## src/usb_ctrl_map.svh

```systemverilog
// Constants for the endpoint zero control request decoder.
// Assumes setup fields arrive as whole bytes from the serial engine.
`ifndef USB_CTRL_MAP_SVH
`define USB_CTRL_MAP_SVH

`define RT_VENDOR_IN 8'hC0
`define RT_STD_OUT 8'h00
`define RQ_VENDOR_READ 8'h01
`define RQ_SET_ADDRESS 8'h05
`define RQ_SET_CONFIG 8'h09
`define VENDOR_LEN 8'h01
`define ZERO_BYTE 8'h00
`define DEV_ADDR_MAX 8'h7F
`define SENSOR_ADDR_MAX 8'h3F
`define CFG_NONE 8'h00
`define CFG_ONE 8'h01
`define DEV_ADDR_RST 7'h00
`define DATA_RST 8'h00

`endif

```

## src/usb_ctrl_pkg.sv

```systemverilog
// Types shared by the control request decoder and its surroundings.
// Assumes the map header is on the include path.
package usb_ctrl_pkg;

   // Eight setup bytes in wire order.
   typedef struct packed {
      logic [7:0] req_type;
      logic [7:0] request;
      logic [7:0] value_lo;
      logic [7:0] value_hi;
      logic [7:0] index_lo;
      logic [7:0] index_hi;
      logic [7:0] length_lo;
      logic [7:0] length_hi;
   } setup_t;

   typedef enum logic [2:0] {
      DEV_DEFAULT = 3'b001,
      DEV_ADDRESSED = 3'b010,
      DEV_CONFIGURED = 3'b100
   } dev_state_t;

   typedef enum logic [2:0] {
      CT_IDLE = 3'b001,
      CT_READ = 3'b010,
      CT_ADDR = 3'b100
   } ctl_state_t;

endpackage

```

## src/usb_control_request_decoder.sv

```systemverilog
// Endpoint zero control request decoder: vendor register read,
// address assignment and configuration, with device state tracking.
// Assumes the serial engine and register file share sys_clk, so no
// input here needs a synchroniser; reg_rdata answers reg_addr at once.
//
// Contract
// - Vendor read is C0 01, value zero, index low address, length one.
// - The index low byte selects the internal register to read.
// - Data stage returns one byte: the addressed register's content.
// - Set address uses code 05, value low 00 to 7F; adopt it.
// - Set configuration is code 09, value low config, rest zero.
// - Configuration value 00 leaves or returns to unconfigured state.
// - Configuration value 01 enters the configured state.
`timescale 1ns/10ps
`include "usb_ctrl_map.svh"

module usb_control_request_decoder
   import usb_ctrl_pkg::*;
(
   input wire logic sys_clk,
   input wire logic rstn,
   input wire logic setup_valid,
   input wire setup_t setup,
   input wire logic status_done,
   input wire logic [7:0] reg_rdata,
   output logic req_ack,
   output logic req_stall,
   output logic reg_rd,
   output logic [7:0] reg_addr,
   output logic in_valid,
   output logic [7:0] in_data,
   output logic [6:0] dev_addr,
   output dev_state_t dev_state
);

   ////////////////////////////////////////////////////////////////////////
   // Request decode.

   logic is_vendor;
   logic is_set_addr;
   logic is_set_cfg;

   always_comb begin
      is_vendor = (setup.req_type == `RT_VENDOR_IN) &&
                  (setup.request == `RQ_VENDOR_READ) &&
                  (setup.value_lo == `ZERO_BYTE) &&
                  (setup.value_hi == `ZERO_BYTE) &&
                  (setup.index_hi == `ZERO_BYTE) &&
                  (setup.length_lo == `VENDOR_LEN) &&
                  (setup.length_hi == `ZERO_BYTE);
      is_set_addr = (setup.req_type == `RT_STD_OUT) &&
                    (setup.request == `RQ_SET_ADDRESS) &&
                    (setup.value_lo <= `DEV_ADDR_MAX) &&
                    (setup.value_hi == `ZERO_BYTE) &&
                    (setup.index_lo == `ZERO_BYTE) &&
                    (setup.index_hi == `ZERO_BYTE) &&
                    (setup.length_lo == `ZERO_BYTE) &&
                    (setup.length_hi == `ZERO_BYTE);
      // Only values 00 and 01 exist; anything else is refused.
      is_set_cfg = (setup.req_type == `RT_STD_OUT) &&
                   (setup.request == `RQ_SET_CONFIG) &&
                   ((setup.value_lo == `CFG_NONE) ||
                    (setup.value_lo == `CFG_ONE)) &&
                   (setup.value_hi == `ZERO_BYTE) &&
                   (setup.index_lo == `ZERO_BYTE) &&
                   (setup.index_hi == `ZERO_BYTE) &&
                   (setup.length_lo == `ZERO_BYTE) &&
                   (setup.length_hi == `ZERO_BYTE);
   end

   ////////////////////////////////////////////////////////////////////////
   // Transfer and device state.

   ctl_state_t ctl;
   ctl_state_t next_ctl;
   dev_state_t next_dev_state;
   logic [6:0] pend_addr;
   logic [6:0] next_pend_addr;
   logic [6:0] next_dev_addr;
   logic next_req_ack;
   logic next_req_stall;
   logic next_reg_rd;
   logic [7:0] next_reg_addr;
   logic next_in_valid;
   logic [7:0] next_in_data;

   always_comb begin
      next_ctl = ctl;
      next_dev_state = dev_state;
      next_pend_addr = pend_addr;
      next_dev_addr = dev_addr;
      next_req_ack = 1'b0;
      next_req_stall = 1'b0;
      next_reg_rd = 1'b0;
      next_reg_addr = reg_addr;
      next_in_valid = 1'b0;
      next_in_data = in_data;
      // A fresh setup always wins: it abandons a read or a pending address.
      if (setup_valid) begin
         next_ctl = CT_IDLE;
         if (is_vendor) begin
            // Accepted whatever the device state; addresses above the
            // sensor range are passed on unchecked, as their result is
            // left open.
            next_req_ack = 1'b1;
            next_reg_rd = 1'b1;
            next_reg_addr = setup.index_lo;
            next_ctl = CT_READ;
         end else if (is_set_addr) begin
            next_req_ack = 1'b1;
            next_pend_addr = setup.value_lo[6:0];
            next_ctl = CT_ADDR;
         end else if (is_set_cfg) begin
            next_req_ack = 1'b1;
            // In the default state the outcome is undefined, so the
            // request is acknowledged and the state is left alone.
            if (dev_state != DEV_DEFAULT) begin
               if (setup.value_lo == `CFG_ONE) begin
                  next_dev_state = DEV_CONFIGURED;
               end else begin
                  next_dev_state = DEV_ADDRESSED;
               end
            end
         end else begin
            next_req_stall = 1'b1;
         end
      end else begin
         unique case (ctl)
            CT_IDLE: begin
               next_ctl = CT_IDLE;
            end
            CT_READ: begin
               next_in_data = reg_rdata;
               next_in_valid = 1'b1;
               next_ctl = CT_IDLE;
            end
            CT_ADDR: begin
               // The old address must answer the status stage itself.
               if (status_done) begin
                  next_dev_addr = pend_addr;
                  if (pend_addr == `DEV_ADDR_RST) begin
                     next_dev_state = DEV_DEFAULT;
                  end else if (dev_state == DEV_DEFAULT) begin
                     next_dev_state = DEV_ADDRESSED;
                  end
                  next_ctl = CT_IDLE;
               end
            end
            default: begin
               next_ctl = CT_IDLE;
            end
         endcase
      end
   end

   always_ff @(posedge sys_clk or negedge rstn) begin
      if (!rstn) begin
         ctl <= CT_IDLE;
         dev_state <= DEV_DEFAULT;
         pend_addr <= `DEV_ADDR_RST;
         dev_addr <= `DEV_ADDR_RST;
         req_ack <= 1'b0;
         req_stall <= 1'b0;
         reg_rd <= 1'b0;
         reg_addr <= `DATA_RST;
         in_valid <= 1'b0;
         in_data <= `DATA_RST;
      end else begin
         ctl <= next_ctl;
         dev_state <= next_dev_state;
         pend_addr <= next_pend_addr;
         dev_addr <= next_dev_addr;
         req_ack <= next_req_ack;
         req_stall <= next_req_stall;
         reg_rd <= next_reg_rd;
         reg_addr <= next_reg_addr;
         in_valid <= next_in_valid;
         in_data <= next_in_data;
      end
   end
endmodule

```

## config.mk

```make
export PLATFORM = sky130hd
export DESIGN_NAME = usb_control_request_decoder
export DESIGN_NICKNAME = d
export VERILOG_FILES = /design/src/usb_ctrl_pkg.sv /design/src/usb_control_request_decoder.sv
export VERILOG_INCLUDE_DIRS = /design/src
export SDC_FILE = /design/constraint.sdc
export NUM_CORES = 1
export LEC_CHECK = 0
export ABC_AREA = 1
export BUFFER_PORTS_ARGS = -buffer_cell sky130_fd_sc_hd__buf_2
export CAP_MARGIN = 20
export CORE_MARGIN = 1.5
export CORE_UTILIZATION = 45
export DETAILED_ROUTE_END_ITERATION = 8
export PLACE_DENSITY_LB_ADDON = 0.1
export SYNTH_ARGS = -nofsm -noshare
export SYNTH_HDL_FRONTEND = slang
export SYNTH_SLANG_ARGS = --single-unit
```

## constraint.sdc

```tcl
create_clock -name sys_clk -period 1.41 [get_ports sys_clk]
set_input_delay 0.2115 -clock sys_clk [delete_from_list [all_inputs] [get_ports sys_clk]]
set_output_delay 0.2115 -clock sys_clk [all_outputs]
set_load 0.05 [all_outputs]
```

==> qor.csv, run 1 <==
metric,value,unit
path_cells,inv_2 -> nor3_2 -> inv_1 -> o21ai_1 -> nand2_1 -> nand2_2 -> nand2_4 -> nand2_2 -> nand2_1,
fillers,415,
synthCells,261,
cts-root-buf,clkbuf_8,
required,1590,ps
period_share,0.952,
power_frac_clock,0.377,
cpPeakStageDelay,560,ps
io_buffers,105,
critical_path_buf_inv_count,2,
post_cts_buffers,0,
syn-mean-instance-area,7.66,sq um
crit_type,reg2reg,
power_frac_comb,0.129,
power.switching,0.000566,W
synth_top_cell_by_area,dfrtp_1,
grt_usage,0.198,
slew_violations,0,
setup_viol,0,
switching_share,0.238,
route.detailed.drc,0,
drive_above_1_share,0.389,
pre_cts_ws,-44.5,ps
seqPwrFrac,0.494,
dr.pass1.iters,4,
dieArea,4850,sq um
holdWs,124,ps
worstMarginPinSlew,493,ps
antenna_cells,0,
worstPathMaxFanout,3,
powerDensity,865,nW/um^2
viasPerCell,4.65,
area_growth_syn_to_layout,37.6,%
synth_cell_types,26,
die_w,69.7,um
yosysWarnings,0,
cts_buffer_depth,2,
cts_tree,yes,
arrival,1520,ps
cap_violations,0,
rr_startpoint,dev_state[0],
p_leak,1.57,nW
grt_overflow_total,0,
regArea,1000,sq um
synth_nets,337,
syn_area,2000,sq um
antenna_found_initial,0,
wirelength,4590,um
status,finished clean,
p_int,0.00181,W
yosys-top-cells-area,"dfrtp_1 (48%), nand2_1 (19%), nor2_1 (7.7%), inv_1 (4.9%), dfstp_2 (2.6%)",
core_area,4320,sq um
skew,3.77,ps
finalWorstSetupSlack,67.6,ps
hold_viol_final,0,
num_rows,24,
hold_path_class,in2reg,
hp-start,reg_rdata[5],
multi_input_area,873,sq um
drt_iter0_markers,67,
grt_pass1_wl,7640,um
crit_family,flip-flops,
routabilityCongestion,0.856,
synth_top_area_share,0.476,
startpoint,dev_state[0],
critPathSlowestCell,dfstp_2,
fin_crit,1340,ps
place.detailed.hpwl,3660,um
die_h,69.7,um
clock_latency,290,ps
ys_ff_latch,40,
wire_per_inst,10.7,um
clkSlewWorstSetupHoldPaths,70,ps
clock.fmax,745,MHz
rsz0062_at_grt,true,
num_io_pins,106,
postRouteAntennaNets,0,
worstSetupStartpointType,flip-flop,
cts-buffers-inserted,5,
num_vias,1998,
grt_max_degree,41,
grt_pass1_vias,1824,
ir_worst_vdd,447,uV
cp-end-kind,flip-flop,
seq_area_frac_synth,0.502,
h-tree-depth,2,
maxSlewHeadroom,0.671,
numClockSinks,40,
start_util,0.462,
final_nets,453,
[timing repair]
action                                 in CTS  in global routing
setup endpoints to repair                   0                 10
hold buffers                                1                  0
endpoints found under the hold margin      38                  0
resized for setup                           0                 10
[area by class of cell]
| cell class | count | share of cell area |
|---|---|---|
| Clock buffer | 6 | 0.0264 |
| Clock inverter | 2 | 0.0127 |
| Inverter | 29 | 0.0414 |
| Multi-Input combinational cell | 188 | 0.317 |
| Sequential cell | 40 | 0.365 |
| Tap cell | 52 | 0.0236 |
| Timing Repair Buffer | 113 | 0.214 |
[synth_stat cells, drive strengths merged]
cell type	n
nand3	8
clkbuf	2
inv	28
buf	2
nor3	5
a21oi	1
dfstp	2
o21ai	17
nand2	102
and3	1
nand4	5
nor4	1
dfrtp	38
nor2	48
clkinv	1
[logic make-up after synthesis]
logic type      after synthesis  synth area share
compound gates               18            0.0451
buf+inv                      33            0.0738
flops                        40             0.502
simple gates                170             0.379
[placed cells by master, fill, tap and decap left out, types with 2 or more instances in the layout]
master,n
nor3_1,2
buf_4,7
nand2_1,94
dfrtp_1,38
nand4_1,4
nand3_4,2
o21ai_0,9
clkbuf_8,5
nand3_1,6
nor2_1,40
nor2_2,7
nor3_2,2
inv_1,25
dfstp_2,2
inv_2,3
nand2_2,7
o21ai_1,8
buf_2,105
[per-layer routing]
metal / GRT usage / up-vias / wire [um]
met1: 0.242 / 875 / 1960
li1: - / 1034 / -
met5: 0 / - / 0
met3: 0.0480 / 4 / 299
met2: 0.343 / 85 / 2270
met4: 0.0705 / 0 / 63
[power by group through the flow]
stage / clock (W) / combinational (W) / sequential, W
final: 0.000897 / 0.000307 / 0.00118
after global routing: 0.000953 / 0.000340 / 0.00118
after floorplan: 0 / 0.0000664 / 0.00126
after global placement: 0 / 0.000300 / 0.00119
after detailed placement: 0 / 0.000304 / 0.00120
after CTS: 0.000920 / 0.000306 / 0.00117
[stage by stage]
step | std cells | power, W | area (sq um) | util | TNS (ps)
final | 430 | 0.00238 | 2750 | 0.636 | 0
after global routing | 430 | 0.00247 | 2750 | 0.636 | -89.0
after CTS | 430 | 0.00240 | 2730 | 0.630 | 0
after floorplan | 261 | 0.00132 | 2000 | - | 0
after detailed placement | 421 | 0.00150 | 2610 | 0.603 | -239
after global placement | 421 | 0.00149 | 2610 | 0.603 | -26.8
[path summary, 6_finish.rpt]
path / to / slack [ps] / depth (start not counted)
max: dev_state[1] / 70 / 9
min: in_data[5] / 120 / 3
max reg2reg: dev_state[1] / 70 / 9
min reg2reg: in_data[6] / 470 / 2
max in group asynchronous: dev_state[0] / 540 / 3
min in group asynchronous: in_data[5] / 500 / 3
[registers in the layout (all words and copies together) (netlist names)]
| register | cells |
|---|---|
| in_data | 8 |
| reg_addr | 8 |
| dev_addr | 7 |
| pend_addr | 7 |
| ctl | 3 |
| dev_state | 3 |
| in_valid | 1 |
| reg_rd | 1 |
| req_ack | 1 |
| req_stall | 1 |
[tightest hold or removal path, stage by stage]
cell and delay, ps:
buf_2 70, nand2_1 40, nand2_1 50
Note: power is estimated with default switching activity, not from simulation.
==> run 2, diff against run 1 <==
CELL_PAD_IN_SITES_DETAIL_PLACEMENT = 1   (was not set)
CELL_PAD_IN_SITES_GLOBAL_PLACEMENT = 2   (was not set)
CORE_UTILIZATION = 24   (was 45)
CTS_BUF_LIST = sky130_fd_sc_hd__clkbuf_8   (was not set)
==> run 2 against run 1 <==
  * Sequential power about the same
  * Largest power group unchanged
  * Global-route usage shrank 5.7 points
  * Worst hold slack better by 4.6 ps
  * Power shrank 6.6%
==> qor.csv, run 2 (same netlist as run 1, synthesis figures left out) <==
metric,value,unit,change
num_vias,2058,,"was 1,998"
final_cell_area,2920,sq um,was 2750 sq um
final_nets,472,,was 453
num_rows,33,,was 24
postRouteAntennaNets,0,,unchanged
grt_pass1_wl,9870,um,was 7640 um
crit_family,flip-flops,,unchanged
cp-end-kind,output pin,,was flip-flop
required,1200,ps,was 1590 ps
io_buffers,105,,unchanged
route.detailed.drc,0,,unchanged
final_core_util,0.359,,was 0.636
skew,5.58,ps,was 3.77 ps
wire_per_inst,11.4,um,was 10.7 um
dr.pass1.iters,4,,unchanged
cts-buffers-inserted,5,,unchanged
maxSlewHeadroom,0.685,,was 0.671
critical_path_buf_inv_count,1,,was 2
crit_type,reg2out,,was reg2reg
routabilityCongestion,0.761,,was 0.856
clock_latency,290,ps,about the same
cts_buffer_depth,2,,unchanged
start_util,0.246,,was 0.462
h-tree-depth,2,,unchanged
ir_worst_vdd,247,uV,was 447 uV
antenna_found_initial,0,,unchanged
arrival,1080,ps,was 1520 ps
numClockSinks,40,,unchanged
drt_iter0_markers,39,,was 67
worstPathMaxFanout,3,,unchanged
powerDensity,761,nW/um^2,was 865 nW/um^2
cts-root-buf,clkbuf_8,,unchanged
grt_overflow_total,0,,unchanged
regArea,1000,sq um,unchanged
final_cell_mix,"buf_2 (105), nand2_1 (97), nor2_1 (41)",,"was buf_2 (105), nand2_1 (94), nor2_1 (40)"
wirelength,5750,um,was 4590 um
fin_crit,1290,ps,was 1340 ps
period_share,0.915,,was 0.952
final_common_cell,buf_2,,unchanged
finalWorstSetupSlack,120,ps,was 67.6 ps
place_area,2810,sq um,was 2610 sq um
holdWs,128,ps,was 124 ps
drive_above_1_share,0.403,,was 0.389
status,finished clean,,unchanged
place.detailed.hpwl,4860,um,was 3660 um
reg_top3,"in_data (8), reg_addr (8)",,unchanged
slew_violations,0,,unchanged
clock.fmax,775,MHz,was 745 MHz
antenna_cells,0,,unchanged
grt_pass1_vias,2262,,"was 1,824"
cts_tree,yes,,unchanged
hold_viol_final,0,,unchanged
area_growth_syn_to_layout,46.0,%,was 37.6%
worstSetupStartpointType,flip-flop,,unchanged
clkSlewWorstSetupHoldPaths,80,ps,was 70 ps
grt_usage,0.142,,was 0.198
grt_max_degree,21,,was 41
rsz0062_at_grt,false,,was true
die_w,94.3,um,was 69.7 um
setup_viol,0,,unchanged
hold_path_class,in2reg,,unchanged
core_area,8130,sq um,was 4320 sq um
fillers,1061,,was 415
multi_input_area,858,sq um,was 873 sq um
viasPerCell,4.10,,was 4.65
cap_violations,0,,unchanged
dieArea,8890,sq um,was 4850 sq um
pre_cts_ws,-89.9,ps,was -44.5 ps
cpPeakStageDelay,540,ps,was 560 ps
die_h,94.3,um,was 69.7 um
path_cells,buf_2,,was inv_2 -> nor3_2 -> inv_1 -> o21ai_1 -> nand2_1 -> nand2_2 -> nand2_4 -> nand2_2 -> nand2_1
worstMarginPinSlew,473,ps,was 493 ps
p_leak,1.66,nW,was 1.57 nW
critPathSlowestCell,dfstp_2,,unchanged
num_io_pins,106,,unchanged
[run 2: cell count changes in the layout (fill, tap and decap cells not counted), sizes merged]
cell	previous run	this run
buf	112	131
inv	28	30
bufinv	1	0
clkbuf	6	5
[run 2: area by class of cell]
| type | instances | share of cell area |
|---|---|---|
| repair buffers | 132 | 0.250 |
| clock inverters | 3 | 0.00429 |
| well taps | 105 | 0.0450 |
| clock buffers | 5 | 0.0236 |
| flip-flops and latches | 40 | 0.344 |
| inverters | 29 | 0.0390 |
| multi-input cells | 188 | 0.294 |
[run 2: where the power goes]
group / switching, W / leakage, nW / internal, W / total, W
clock network: 0.000390 / 0.0505 / 0.000333 / 0.000723
logic: 0.000186 / 1.10 / 0.000140 / 0.000326
registers: 0.0000100 / 0.503 / 0.00116 / 0.00117
[run 2: per-layer routing]
layer  up-vias  part of all wire  GRT usage
met1       908              0.44      0.176
met4         0             0.012     0.0448
li1       1068                 -          -
met3         5             0.072     0.0356
met2        77              0.47      0.239
met5         -                 0          0
[run 2: metrics by stage]
step	std cells	TNS, ps	power [W]
floorplan	261	0	0.00132
global placement	492	-788	0.00152
detailed placement	492	-1360	0.00153
CTS	501	0	0.00227
global route	502	0	0.00234
finish	502	0	0.00222
[run 2: worst register-to-register path, stage by stage, from the launching register on]
cell and delay (ps):
dfstp_2 540, inv_1 50, nor3_2 100, inv_1 100
o21ai_1 80, nand2_1 70, nand2_2 70, nand2_2 60
nand2_1 60, nand2_1 50
[run 2: final timing paths]
| path | depth (start not counted) | slack (ps) | start | endpoint |
|---|---|---|---|---|
| max | 1 | 120 | dev_state[0] | dev_state[0] |
| min | 3 | 130 | reg_rdata[4] | in_data[4] |
| max reg2reg | 9 | 130 | dev_state[0] | dev_state[1] |
| min reg2reg | 2 | 470 | in_data[4] | in_data[4] |
| max in group asynchronous | 3 | 440 | rstn | pend_addr[2] |
| min in group asynchronous | 2 | 400 | rstn | reg_addr[4] |
[run 2: what timing repair did]
item | in CTS | in global routing
resized for setup | 0 | 4
hold endpoints to repair | 17 | 0
setup buffers | 0 | 1
hold buffers | 1 | 0
setup endpoints to repair | 0 | 3
